--- src/hw/insn_decode_pkg.sv ---
`default_nettype none
package insn_decode_pkg;
    // Instruction word layout.
    localparam int INSN_W = 14;
    localparam int FADDR_W = 7;
    localparam int BITSEL_W = 3;
    localparam int LIT8_W = 8;
    localparam int LIT11_W = 11;
    localparam int DEST_POS = 7;
    localparam int BITSEL_LSB = 7;
    localparam int CLASS_MSB = 13;
    localparam int CLASS_LSB = 12;
    localparam logic [6:0] FADDR_MIN = 7'h00;
    localparam logic [6:0] FADDR_MAX = 7'h7f;
    // Instruction classes held in bits 13:12.
    localparam logic [1:0] CLASS_BYTE = 2'h0;
    localparam logic [1:0] CLASS_BIT = 2'h1;
    localparam logic [1:0] CLASS_JUMP = 2'h2;
    localparam logic [1:0] CLASS_LIT = 2'h3;
    // Bit-oriented sub-ops in bits 11:10; 2 and 3 are the conditional skips.
    localparam logic [1:0] BIT_SKIP_CLR = 2'h2;
    localparam logic [1:0] BIT_SKIP_SET = 2'h3;
    // Timing.
    localparam int PHASES = 4;
    localparam logic [1:0] PHASE_LAST = 2'h3;
    localparam logic [13:0] NOP_WORD = 14'h0000;
    typedef enum logic [1:0] {
        ST_EXEC = 2'b00,
        ST_FLUSH = 2'b01
    } cyc_state_type;
endpackage
`default_nettype wire

--- src/hw/insn_phase_gen.sv ---
`default_nettype none
module insn_phase_gen
    import insn_decode_pkg::*;
(
    input wire logic i_sys_clk,
    input wire logic i_rst,
    output logic [1:0] o_phase,
    output logic o_cycle_end
);
    logic [1:0] phase_ff;
    logic [1:0] nxt_phase;

    assign nxt_phase = phase_ff + 2'h1;

    // One instruction cycle is four clock periods.
    always_ff @(posedge i_sys_clk) begin
        if (i_rst) begin
            phase_ff <= 2'h0;
        end else begin
            phase_ff <= nxt_phase;
        end
    end

    assign o_phase = phase_ff;
    assign o_cycle_end = (phase_ff == PHASE_LAST);
endmodule
`default_nettype wire

--- src/hw/instruction_field_decode_timing.sv ---
// Summary of operation
// - Register operand is a 7-bit file address, 0x00 to 0x7F.
// - Destination bit 0 writes accumulator, 1 writes the addressed file register.
// - Bit-oriented ops select exactly one of eight bits by the bit field.
// - Don't-care opcode bits never change the decode.
// - Ordinary instructions complete in one instruction cycle.
// - True skips and PC changes take two cycles, second one a no-op.
// - An instruction cycle is four consecutive oscillator periods.
// - Instructions are fetched and decoded as 14-bit words.
// - Literal is 8 bits or 11 bits depending on instruction class.
`default_nettype none
module instruction_field_decode_timing
    import insn_decode_pkg::*;
(
    input wire logic i_sys_clk,
    input wire logic i_rst,
    input wire logic [insn_decode_pkg::INSN_W-1:0] i_insn,
    input wire logic i_skip_cond,
    output logic o_fetch,
    output logic o_exec_valid,
    output logic o_flush,
    output logic [insn_decode_pkg::FADDR_W-1:0] o_faddr,
    output logic o_dest_file,
    output logic o_dest_acc,
    output logic [7:0] o_bit_mask,
    output logic [insn_decode_pkg::LIT8_W-1:0] o_lit8,
    output logic [insn_decode_pkg::LIT11_W-1:0] o_lit11,
    output logic o_lit11_sel,
    output logic o_pc_load
);
    import insn_decode_pkg::*;

    // ------------------------------------------------------------
    // Elaboration checks
    // ------------------------------------------------------------
    // The slicing below assumes a two-bit class on top of an 11-bit literal, and a
    // three-bit selector spanning the eight bits of one file register. Any other
    // layout would silently misroute operand bits, so it is refused here.
    generate
        if ((INSN_W != CLASS_MSB + 1) || (LIT11_W != CLASS_LSB - 1)) begin : g_bad_layout
            $error("instruction layout constants do not fit the decoder");
        end
        if (((1 << BITSEL_W) != 8) || (FADDR_W != 7) || (LIT8_W != 8)) begin : g_bad_fields
            $error("operand field constants do not fit the decoder");
        end
    endgenerate

    // ------------------------------------------------------------
    // Cycle timing
    // ------------------------------------------------------------
    logic [1:0] phase;
    logic cycle_end;

    insn_phase_gen u_phase (
        .i_sys_clk(i_sys_clk),
        .i_rst(i_rst),
        .o_phase(phase),
        .o_cycle_end(cycle_end)
    );

    // ------------------------------------------------------------
    // Field decode
    // ------------------------------------------------------------
    // The word is latched at the start of its cycle; the latch holds 14 bits.
    logic [INSN_W-1:0] insn_ff;
    cyc_state_type state_ff;
    cyc_state_type nxt_state;
    wire [1:0] cls = insn_ff[CLASS_MSB:CLASS_LSB];
    wire [1:0] bit_op = insn_ff[11:10];
    wire [FADDR_W-1:0] faddr = insn_ff[FADDR_W-1:0];
    wire dest_bit = insn_ff[DEST_POS];
    wire [BITSEL_W-1:0] bitsel = insn_ff[BITSEL_LSB +: BITSEL_W];
    // Only the class and sub-op bits drive control; any other bit, including the
    // don't-care positions, reaches nothing but operand fields.
    wire is_byte = (cls == CLASS_BYTE);
    wire is_bit = (cls == CLASS_BIT);
    wire is_jump = (cls == CLASS_JUMP);
    wire is_lit = (cls == CLASS_LIT);
    wire is_skip = is_bit && ((bit_op == BIT_SKIP_CLR) || (bit_op == BIT_SKIP_SET));
    wire two_cycle = is_jump || (is_skip && i_skip_cond);
    wire in_flush = (state_ff == ST_FLUSH);

    // A two-cycle instruction is followed by a flush cycle; others return to exec.
    assign nxt_state = (!in_flush && two_cycle) ? ST_FLUSH : ST_EXEC;

    // ------------------------------------------------------------
    // Registers
    // ------------------------------------------------------------
    logic exec_valid_ff;
    logic flush_ff;
    logic fetch_ff;
    logic [FADDR_W-1:0] faddr_ff;
    logic dest_file_ff;
    logic dest_acc_ff;
    logic [7:0] bit_mask_ff;
    logic [LIT8_W-1:0] lit8_ff;
    logic [LIT11_W-1:0] lit11_ff;
    logic lit11_sel_ff;
    logic pc_load_ff;
    logic [7:0] nxt_mask;

    // One-hot bit target, built per bit.
    genvar gi;
    generate
        for (gi = 0; gi < 8; gi++) begin : g_mask
            assign nxt_mask[gi] = is_bit && !in_flush && (bitsel == BITSEL_W'(gi));
        end
    endgenerate

    always_ff @(posedge i_sys_clk) begin
        if (i_rst) begin
            insn_ff <= NOP_WORD;
            state_ff <= ST_EXEC;
        end else if (cycle_end) begin
            // The word fetched during a flush cycle replaces the discarded one.
            insn_ff <= i_insn;
            state_ff <= nxt_state;
        end
    end

    // ------------------------------------------------------------
    // Output registers
    // ------------------------------------------------------------
    // Decoded outputs change at the start of phase 1 and hold for four clocks, into phase 0 of the next cycle. Each group has
    // its own short register so the reset value sits beside its update.
    logic nxt_fetch;
    logic nxt_dest_file;
    logic nxt_dest_acc;
    logic nxt_pc_load;

    // The strobe stands for the clock before the latch edge, so the memory only
    // has to drive the word while it is actually sampled.
    assign nxt_fetch = (phase == PHASE_LAST) ? 1'b0 : (phase == 2'h2);
    // Destination strobes only for byte ops outside a flush.
    assign nxt_dest_file = is_byte && !in_flush && dest_bit;
    assign nxt_dest_acc = is_byte && !in_flush && !dest_bit;
    // A discarded jump must not load the counter a second time.
    assign nxt_pc_load = is_jump && !in_flush;

    always_ff @(posedge i_sys_clk) begin
        if (i_rst) begin
            fetch_ff <= 1'b0;
        end else begin
            fetch_ff <= nxt_fetch;
        end
    end

    always_ff @(posedge i_sys_clk) begin
        if (i_rst) begin
            exec_valid_ff <= 1'b0;
            flush_ff <= 1'b0;
        end else begin
            exec_valid_ff <= !in_flush;
            flush_ff <= in_flush;
        end
    end

    always_ff @(posedge i_sys_clk) begin
        if (i_rst) begin
            faddr_ff <= FADDR_MIN;
        end else begin
            faddr_ff <= faddr;
        end
    end

    always_ff @(posedge i_sys_clk) begin
        if (i_rst) begin
            dest_file_ff <= 1'b0;
            dest_acc_ff <= 1'b0;
        end else begin
            dest_file_ff <= nxt_dest_file;
            dest_acc_ff <= nxt_dest_acc;
        end
    end

    always_ff @(posedge i_sys_clk) begin
        if (i_rst) begin
            bit_mask_ff <= 8'h00;
        end else begin
            bit_mask_ff <= nxt_mask;
        end
    end

    // Both literal widths are always presented; the select tells the datapath
    // which one the current class means, so no wide multiplexer is needed here.
    always_ff @(posedge i_sys_clk) begin
        if (i_rst) begin
            lit8_ff <= 8'h00;
        end else begin
            lit8_ff <= insn_ff[LIT8_W-1:0];
        end
    end

    always_ff @(posedge i_sys_clk) begin
        if (i_rst) begin
            lit11_ff <= 11'h000;
            lit11_sel_ff <= 1'b0;
        end else begin
            lit11_ff <= insn_ff[LIT11_W-1:0];
            lit11_sel_ff <= is_jump;
        end
    end

    always_ff @(posedge i_sys_clk) begin
        if (i_rst) begin
            pc_load_ff <= 1'b0;
        end else begin
            pc_load_ff <= nxt_pc_load;
        end
    end

    assign o_fetch = fetch_ff;
    assign o_exec_valid = exec_valid_ff;
    assign o_flush = flush_ff;
    assign o_faddr = faddr_ff;
    assign o_dest_file = dest_file_ff;
    assign o_dest_acc = dest_acc_ff;
    assign o_bit_mask = bit_mask_ff;
    assign o_lit8 = lit8_ff;
    assign o_lit11 = lit11_ff;
    assign o_lit11_sel = lit11_sel_ff;
    assign o_pc_load = pc_load_ff;

    wire unused_lit = is_lit;
endmodule
`default_nettype wire

--- config.mk ---
export PLATFORM = sky130hd
export DESIGN_NAME = instruction_field_decode_timing
export DESIGN_NICKNAME = d
export VERILOG_FILES = /design/src/hw/insn_decode_pkg.sv /design/src/hw/insn_phase_gen.sv /design/src/hw/instruction_field_decode_timing.sv
export SDC_FILE = /design/constraint.sdc
export NUM_CORES = 1
export LEC_CHECK = 0
export ABC_AREA = 0
export BUFFER_PORTS_ARGS = -buffer_cell sky130_fd_sc_hd__buf_2
export CORE_UTILIZATION = 44
export CTS_BUF_LIST = sky130_fd_sc_hd__clkbuf_8
export DETAILED_ROUTE_END_ITERATION = 16
export PLACE_DENSITY = 0.76
export RECOVER_POWER = 50
export SYNTH_ARGS = -nofsm -noshare
export SYNTH_HDL_FRONTEND = slang
export SYNTH_SLANG_ARGS = --single-unit
export TNS_END_PERCENT = 50
--- constraint.sdc ---
create_clock -name i_sys_clk -period 1.5 [get_ports i_sys_clk]
set_clock_uncertainty 0.15 [all_clocks]
set_input_delay 0.225 -clock i_sys_clk [delete_from_list [all_inputs] [get_ports i_sys_clk]]
set_output_delay 0.225 -clock i_sys_clk [all_outputs]
set_load 0.005 [all_outputs]
Word-level counts from Yosys, hierarchy flattened
Cells that the tools add are included.
Word-level totals
  word-level logic and storage cells: 53
  register bits after elaboration: 59
  output and inout port bits: 41
  input bits: 17
Cells by class
  add/sub/neg operators: 1
  multiplexer cells: 1
  reductions and logical operators: 23
  eq/ne operators: 14
Operators by type and width (count)
  logical AND 1 bit: 16
  equality test 3 bit, second input constant: 4
  equality test 2 bit, second input constant: 5
  equality test 3 x 2 -> 1 bit, second input constant: 2
  equality test 2 x 1 -> 1 bit, second input constant: 2
  equality test 3 x 1 -> 1 bit, second input constant: 1
  zero test 3 bit: 1
  adder 2 x 1 -> 2 bit, second input constant: 1
  zero test 1 bit: 2
  zero test 2 bit: 1
  logical OR 1 bit: 2
  OR reduction 2 bit: 1
  2-to-1 mux 1 bit: 1

Longest topological paths before layout
Gate-level depths: netlist (run 1).
  word-level depth: 7
  depth in mapped cells: 5
  depth with buffers taken out: 3

Cells and area by module
Synthesis (run 1) repeated with hierarchy kept, for this count alone.
Second synthesis, totals
  cells, all modules: 133
  area, all modules: 1462.7 um^2
By module, submodules not included
  instruction_field_decode_timing: sequential area each 820.8 um^2, times used 1, cells each 128, area each 1400.1 um^2
  insn_phase_gen: sequential area each 40.0 um^2, times used 1, cells each 5, area each 62.6 um^2

Least setup slack after synthesis (run 1)
OpenSTA, ideal clock, no wires.
  path type: flip-flop to flip-flop
  start point: register u_phase.phase_ff[0], in the netlist u_phase.o_phase[0]
  end point: register insn_ff[10]
  slack: 0.062 ns
  path buffers: 2
  cell stages (with the launch flop): 6
  library setup time: 0.128 ns
  required time: 1.222 ns
  period minus slack after synthesis: 1.438 ns
  data arrival time: 1.161 ns
  cell sequence: dfxtp_1 > ha_1 > buf_2 > buf_2 > mux2i_1 > nor2_1
Between the ends
  longest elaborated chain between the ends: 1
RTL lines
  start: declaration: line insn_phase_gen.sv:10  | logic [1:0] phase_ff;
  start signal: assignment: line insn_phase_gen.sv:20  | phase_ff <= nxt_phase;
  equality test 2 bit: line insn_phase_gen.sv:25  | assign o_cycle_end = (phase_ff == PHASE_LAST);
  end signal: assignment: line instruction_field_decode_timing.sv:116  | insn_ff <= i_insn;
  end: declaration: line instruction_field_decode_timing.sv:65  | logic [INSN_W-1:0] insn_ff;
Every way passes these cells.
A chain may end at the register's enable or synchronous reset.

Worst setup path after layout (run 1)
  start point: register insn_ff[12]
  end point: register bit_mask_ff[1], in the netlist o_bit_mask[1]
Between the ends
  longest elaborated chain between the ends: 3
RTL lines
  equality test 2 x 1 -> 1 bit: line instruction_field_decode_timing.sv:76  | wire is_bit = (cls == CLASS_BIT);
  logical AND 1 bit (2 in series): line instruction_field_decode_timing.sv:106  | assign nxt_mask[gi] = is_bit && !in_flush && (bitsel == BITSEL_W'(gi));
  end signal: assignment: line instruction_field_decode_timing.sv:180  | bit_mask_ff <= nxt_mask;
  end: declaration: line instruction_field_decode_timing.sv:95  | logic [7:0] bit_mask_ff;
Every way passes these cells.

==> impl_metrics.csv, run 1 <==
group,metric,value,unit
placed_design,dp_hpwl,1977,um
logic_synthesis,synth_edf_count,0,
clock_network,clk-insertion-delay-late,0.28,ns
logic_synthesis,syn_nets,154,
global_routing,overflow,0,
drt,dr_total_vias,1040,
die,die_w,59.56,um
finish,antenna_cells,0,
global_routing,grt_pass1_wl,4312,um
worst_setup_path,start_kind,"register",
sta,slew_violations,0,
sta,finalWorstPathRequiredPeriod,1.386,ns
power,power_density,1122,mW/mm^2
finish,fin_nets,200,
finish,syn_to_final_growth,18.97,%
worst_hold_path,min_path_type,"in2reg",
drt,routed_wl,2690,um
global_routing,grt_pass1_vias,968,
worst_setup_path,cp-end-kind,"register",
clock_network,clockBufferDepth,2,
logic_synthesis,avgSynthCellArea,10.80,um^2
sta,hold_ws,0.03342,ns
die,pin_count,58,
drt,drc,0,
logic_synthesis,yosysTopAreaCellShare,59.06,%
worst_setup_path,r2r-start,"insn_ff[12]",
flow_run,cap_violations,0,
logic_synthesis,syn_area,0.001458,mm^2
clock_network,cts-root-buf,"clkbuf_8",
logic_synthesis,ys_async_sr_fraction,0,%
clock_network,clock-sinks,43,
drt,dr.pass1.iters,4,
clock_network,htree_levels,2,
finish,finish.utilization,55.89,%
worst_hold_path,hp-start,"i_insn[11]",
logic_synthesis,synth_ff_type,"dfxtp_1",
worst_setup_path,r2r_cells,2,
clock_network,cts_tree,"yes",
logic_synthesis,ys_ff_latch,43,
die,core,0.003103,mm^2
worst_setup_path,regToRegEndpoint,"o_bit_mask[1]",
drt,post_drt_wl_per_cell,12.01,um
global_routing,track_usage,17.08,%
logic_synthesis,yosysSeqAreaShare,59.06,%
logic_synthesis,netlist_instances,135,
clock_network,cts_buffers,5,
die,initial_core_util,46.98,%
placed_design,dp_slack,0.03197,ns
drt,drtIter0Drc,16,
sta,setup_viol,0,
worst_setup_path,r2r_slack,0.11,ns
sta,hold_viol_final,0,
run_status,status,"complete, no violations",
logic_synthesis,yosys.area.top_type,"dfxtp_1",
logic_synthesis,synth_area_leaders,"dfxtp_1 (59%), mux2i_1 (9.6%), buf_4 (7.7%)",
die,die_h,59.56,um
placed_design,place.port_buffers,57,
power,ir_drop,0.6876,mV
sta,fin_crit_sh,92.41,%
placed_design,place_congestion,0.7362,
sta,fmax,721.4,MHz
clock_network,cts_hold_buf,0,
die,fp-row-count,20,
sta,slew-limit-headroom,58.45,%
sta,grt_setup_unrepaired,"false",
worst_hold_path,hold_path_end,"insn_ff[11]",
global_routing,grt_start_max_net_pins,35,
drt,vias_per_cell,4.643,
clock_network,clkTransAtPathRegs,0.07,ns
logic_synthesis,yosys_warnings,0,
worst_setup_path,crit_type,"reg2reg",
die,dieArea,0.003547,mm^2
global_routing,antenna_found_initial,0,
sta,fin_ws,0.1138,ns
drt,ant_nets,0,
power,power.leakage,0.7650,nW
worst_setup_path,crit_required,1.55,ns
worst_setup_path,crit_arrival,1.43,ns
logic_synthesis,yosysUniqueCellTypes,20,
worst_setup_path,path_max_fanout,8,
worst_hold_path,whs_path_depth,3,
power,p_total,0.001946,W
finish,drive_gt1_share,29.44,%
sta,tns,0,ns
sta,worst_pin_slew,0.6233,ns
-- layer usage --
metal	wire, um	part of all wire [%]	global-route usage, %
met4	33	1.2	7.973
met5	0	0	0
met3	141	5.2	6.550
met2	1360	51	27.77
met1	1155	43	19.78
-- layout make-up --
class	count	area (um^2)
clock buffer	5	68.82
fill	295	1369
multi-input combinational	67	439.2
tap	44	55.05
timing repair buffer	61	295.3
clock inverter	1	3.754
sequential	43	860.8
inverter	3	11.26
-- cell families after synthesis --
family	share of synthesized area, %
flip-flops	59.06
XOR/XNOR	0.6010
buffers and inverters	11.07
adder cells (fa/ha/maj)	1.716
AO/OA/AOI/OAI	0.6010
AND/OR/NAND/NOR	17.34
multiplexers	9.613
-- synth_stat cells, types with 2 or more instances --
library cell / count
mux2i_1: 14
clkbuf_1: 3
nor4_1: 3
ha_1: 2
nor3_1: 7
dfxtp_1: 43
nand2b_1: 3
buf_2: 3
nor2_1: 20
nor2b_1: 11
buf_4: 15
inv_1: 3
-- timing repair --
| item | in CTS | in global routing |
|---|---|---|
| resized for setup | 0 | 1 |
| endpoints found under the setup margin | 0 | 8 |
| hold endpoints to repair | 0 | 0 |
| setup buffers | 0 | 0 |
-- flip-flops by register name, indices dropped and copies added (netlist names) --
| name | cells |
|---|---|
| o_bit_mask | 8 |
| u_phase.o_phase | 2 |
| insn_ff | 14 |
| o_fetch | 1 |
| o_lit11 | 11 |
| o_lit11_sel | 1 |
| state_ff | 1 |
| o_dest_file | 1 |
| o_dest_acc | 1 |
| o_exec_valid | 1 |
| o_pc_load | 1 |
| o_flush | 1 |
-- per-stage QoR --
step	std cells	area, um^2
detailed placement	218	1678
CTS	224	1750
global route	224	1734
global placement	218	1678
finish	224	1734
floorplan	135	1458
-- cell usage in the layout (no fill, tap or decap), drive strengths merged --
master   n
ha       2
inv      4
a311oi   1
dfxtp   43
nand4b   1
nor2    20
nor3     7
nand2b   3
buf     47
nor4     3
mux2i   14
nor3b    1
xnor2    1
clkbuf  19
nand2    1
and2     1
nor2b   11
or4b     1
-- report_power, final --
part	internal (W)	switching (W)
clock	0.000303	0.000331
combinational	0.0000604	0.0000603
sequential	0.00117	0.0000189
total	0.00154	0.000410
-- worst max-delay path by stage --
stage	start	endpoint	slack, ns	cells after the start
floorplan	u_phase.o_phase[0]	insn_ff[10]	0.06	5
global placement	insn_ff[13]	o_bit_mask[1]	0.12	2
detailed placement	insn_ff[13]	o_bit_mask[4]	0.03	2
CTS	insn_ff[13]	o_bit_mask[5]	0.01	2
global route	insn_ff[12]	o_bit_mask[1]	0.02	2
finish	insn_ff[12]	o_bit_mask[1]	0.11	2
-- worst max-delay path: stages, from the launching register on --
cell and delay (ns):
dfxtp_1 0.40, or4b_4 0.54, nor3_1 0.22
No activity file was read; power rests on OpenSTA's default activity.
==> run 2: changes to the inputs <==
--- a/config.mk
+++ b/config.mk
@@ -9,10 +9,12 @@
 export BUFFER_PORTS_ARGS = -buffer_cell sky130_fd_sc_hd__buf_2
 export CORE_UTILIZATION = 44
 export CTS_BUF_LIST = sky130_fd_sc_hd__clkbuf_8
+export CTS_CLUSTER_SIZE = 20
 export DETAILED_ROUTE_END_ITERATION = 16
 export PLACE_DENSITY = 0.76
 export RECOVER_POWER = 50
 export SYNTH_ARGS = -nofsm -noshare
 export SYNTH_HDL_FRONTEND = slang
+export SYNTH_HIERARCHICAL = 1
 export SYNTH_SLANG_ARGS = --single-unit
 export TNS_END_PERCENT = 50
==> run 2 against run 1 <==
First-iteration DRC count up 6.3%. Sequential power hardly changed. Combinational power about the same. Cell count up 0.45%. Flip-flop and latch count unchanged. Global-route usage decreased by 1.8 points. Sequential share of layout area fell by 0.91 points. Power grew 6.0%. Via count fell by 6.6%. Setup slack better by 0.042 ns. Critical path depth up 2. Die area rose by 0.34%. Largest cell class unchanged. Largest power group unchanged.
==> impl_metrics.csv, run 2 <==
group,metric,value,unit
worst_hold_path,whs_path_depth,3,
clock_network,cts_buffers,5,
worst_setup_path,path_max_fanout,8,
die,pin_count,58,
clock_network,cts_hold_buf,0,
power,p_sw_share,20.13,%
placed_design,dp_slack,0.1875,ns
finish,final_common_cell,"buf_2",
drt,dr.pass1.iters,4,
logic_synthesis,yosysUniqueCellTypes,23,
logic_synthesis,yosys.area.top_type,"dfxtp_1",
global_routing,track_usage,15.29,%
die,die_h,59.66,um
sta,tns,0,ns
drt,routed_wl,2419,um
flow_run,cap_violations,0,
global_routing,grt_pass1_wl,3864,um
sta,slew-limit-headroom,65.82,%
finish,drive_gt1_share,34.81,%
worst_setup_path,r2r_cells,4,
sta,fin_ws,0.1560,ns
drt,drc,0,
logic_synthesis,avgSynthCellArea,11.00,um^2
clock_network,cts-root-buf,"clkbuf_8",
logic_synthesis,yosys_warnings,6,
sta,slew_violations,0,
clock_network,cts_setup_buffers,0,
die,core,0.003103,mm^2
sta,fin_crit_sh,89.60,%
die,initial_core_util,47.14,%
sta,worst_pin_slew,0.5127,ns
power,pwr-share-comb,5.9,%
worst_setup_path,r2r_slack,0.16,ns
clock_network,clock-sinks,43,
worst_setup_path,start_kind,"register",
power,p_clk_share,36.5,%
drt,ant_nets,0,
global_routing,grt_start_max_net_pins,28,
power,p_total,0.002062,W
placed_design,place.port_buffers,57,
worst_setup_path,crit_arrival,1.36,ns
power,p_int,0.001647,W
worst_setup_path,regToRegEndpoint,"insn_ff[3]",
drt,vias_per_cell,4.316,
worst_setup_path,r2r-start,"u_phase/o_phase[0]",
logic_synthesis,ys_ff_latch,43,
finish,top_register,"insn_ff",
finish,antenna_cells,0,
finish,seq_area,860.8,um^2
worst_setup_path,crit_required,1.51,ns
die,dieArea,0.003559,mm^2
sta,fmax,744.0,MHz
power,power_density,1167,mW/mm^2
clock_network,cts_tree,"yes",
clock_network,clk-insertion-delay-late,0.28,ns
logic_synthesis,netlist_instances,133,
global_routing,grt_pass1_vias,924,
logic_synthesis,synth_common_cells,"dfxtp_1 (43), nor2_1 (23), buf_4 (16), mux2i_1 (14), nor2b_1 (14)",
clock_network,htree_levels,2,
finish,syn_to_final_growth,20.79,%
power,power.leakage,0.8150,nW
worst_hold_path,hp-start,"i_insn[6]",
finish,final_area,0.001767,mm^2
global_routing,antenna_found_initial,0,
finish,fillers,294,
clock_network,clockBufferDepth,2,
worst_setup_path,crit_type,"reg2reg",
drt,drtIter0Drc,17,
logic_synthesis,ys_async_sr_fraction,0,%
finish,multi_input_area,455.4,um^2
placed_design,dp_hpwl,1742,um
logic_synthesis,synth_area_leaders,"dfxtp_1 (59%), mux2i_1 (9.6%), buf_4 (8.2%)",
finish,mostFrequentLayoutCells,"buf_2 (49), dfxtp_1 (43), nor2_1 (24), mux2i_1 (14), nor2b_1 (14)",
sta,grt_setup_unrepaired,"false",
power,switchingPower,0.0004150,W
worst_hold_path,min_path_type,"in2reg",
placed_design,dpl_cell_area,0.001682,mm^2
finish,fin_nets,198,
drt,dr_total_vias,971,
worst_hold_path,hold_path_end,"insn_ff[6]",
logic_synthesis,syn_nets,151,
power,power.share.sequential,57.7,%
finish,largest_reg_flops,14,
logic_synthesis,yosysSeqAreaShare,58.85,%
global_routing,overflow,0,
sta,hold_viol_final,0,
placed_design,place_congestion,0.7000,
logic_synthesis,synth_edf_count,0,
sta,setup_viol,0,
power,ir_drop,0.6908,mV
logic_synthesis,syn_area,0.001463,mm^2
die,fp-row-count,20,
drt,post_drt_wl_per_cell,10.75,um
run_status,status,"complete, no violations",
worst_setup_path,cp-end-kind,"register",
logic_synthesis,synth_ff_type,"dfxtp_1",
clock_network,ctsResizeCount,0,
logic_synthesis,yosysTopAreaCellShare,58.85,%
die,die_w,59.66,um
sta,finalWorstPathRequiredPeriod,1.344,ns
clock_network,clkTransAtPathRegs,0.07,ns
logic_synthesis,yosysMostFrequentCell,"dfxtp_1",
run 2: cell types whose count changed after synthesis, moves of 2 or more:
cell / delta
inv_1: -3
nor3_2: +2
nor2_1: +3
nor3_1: -6
buf_2: -2
nor2b_1: +3
nor4_1: -3
run 2: worst max-delay path by stage:
stage | startpoint | end | slack (ns) | depth (start not counted)
after floorplan | u_phase/o_phase[0] | state_ff[0] | 0.23 | 4
after global placement | u_phase/o_phase[0] | insn_ff[4] | 0.29 | 4
after detailed placement | u_phase/o_phase[0] | insn_ff[3] | 0.19 | 4
after CTS | u_phase/o_phase[0] | insn_ff[3] | 0.17 | 4
after global routing | u_phase/o_phase[0] | insn_ff[3] | 0.08 | 4
final | u_phase/o_phase[0] | insn_ff[3] | 0.16 | 4
run 2: power groups by stage:
stage	registers [W]	clock network, W	logic [W]
2_1_floorplan	0.00121	0	0.0000777
3_3_place_gp	0.00121	0	0.000119
5_1_grt	0.00119	0.000819	0.000137
3_5_place_dp	0.00122	0	0.000122
6_report	0.00119	0.000752	0.000121
4_1_cts	0.00119	0.000775	0.000124
run 2: layout make-up:
type | count | share of cell area (%)
clock inverters | 1 | 0.2125
repair buffers | 60 | 16.71
multi-input cells | 70 | 25.78
clock buffers | 7 | 5.453
flip-flops and latches | 43 | 48.73
well taps | 44 | 3.116
run 2: stage by stage:
| step | hold slack [ns] | utilization, % | std cells |
|---|---|---|---|
| 6_report | 0.02341 | 56.94 | 225 |
| 5_1_grt | 0.04555 | 56.94 | 225 |
| 4_1_cts | 0.01962 | 57.42 | 225 |
| 3_5_place_dp | 0.3025 | 54.19 | 217 |
| 3_3_place_gp | 0.2658 | 54.19 | 217 |
| 2_1_floorplan | 0.1466 | - | 133 |
run 2: worst max-delay path, stage by stage (launching register included):
cell and delay, ns:
dfxtp_1 0.38, ha_1 0.21, buf_4 0.20, mux2i_1 0.23
nor2_1 0.05
run 2: metal layers:
metal  vias to the layer above  global-route usage, %  share of wire (%)
met2                        32                  25.40                 50
li1                        505                      -                  -
met1                       429                  17.70                 44
met5                         -                      0                  0
met3                         5                  3.896                5.0
met4                         0                  8.970                1.8
run 2: cell families after synthesis:
| kind of cell | share of synthesized area, % |
|---|---|
| DFF | 58.85 |
| adders and majority gates | 0.8553 |
| buffers and inverters | 9.838 |
| muxes | 9.581 |
| AOI/OAI and AO/OA | 1.283 |
| and+or+nand+nor | 19.59 |
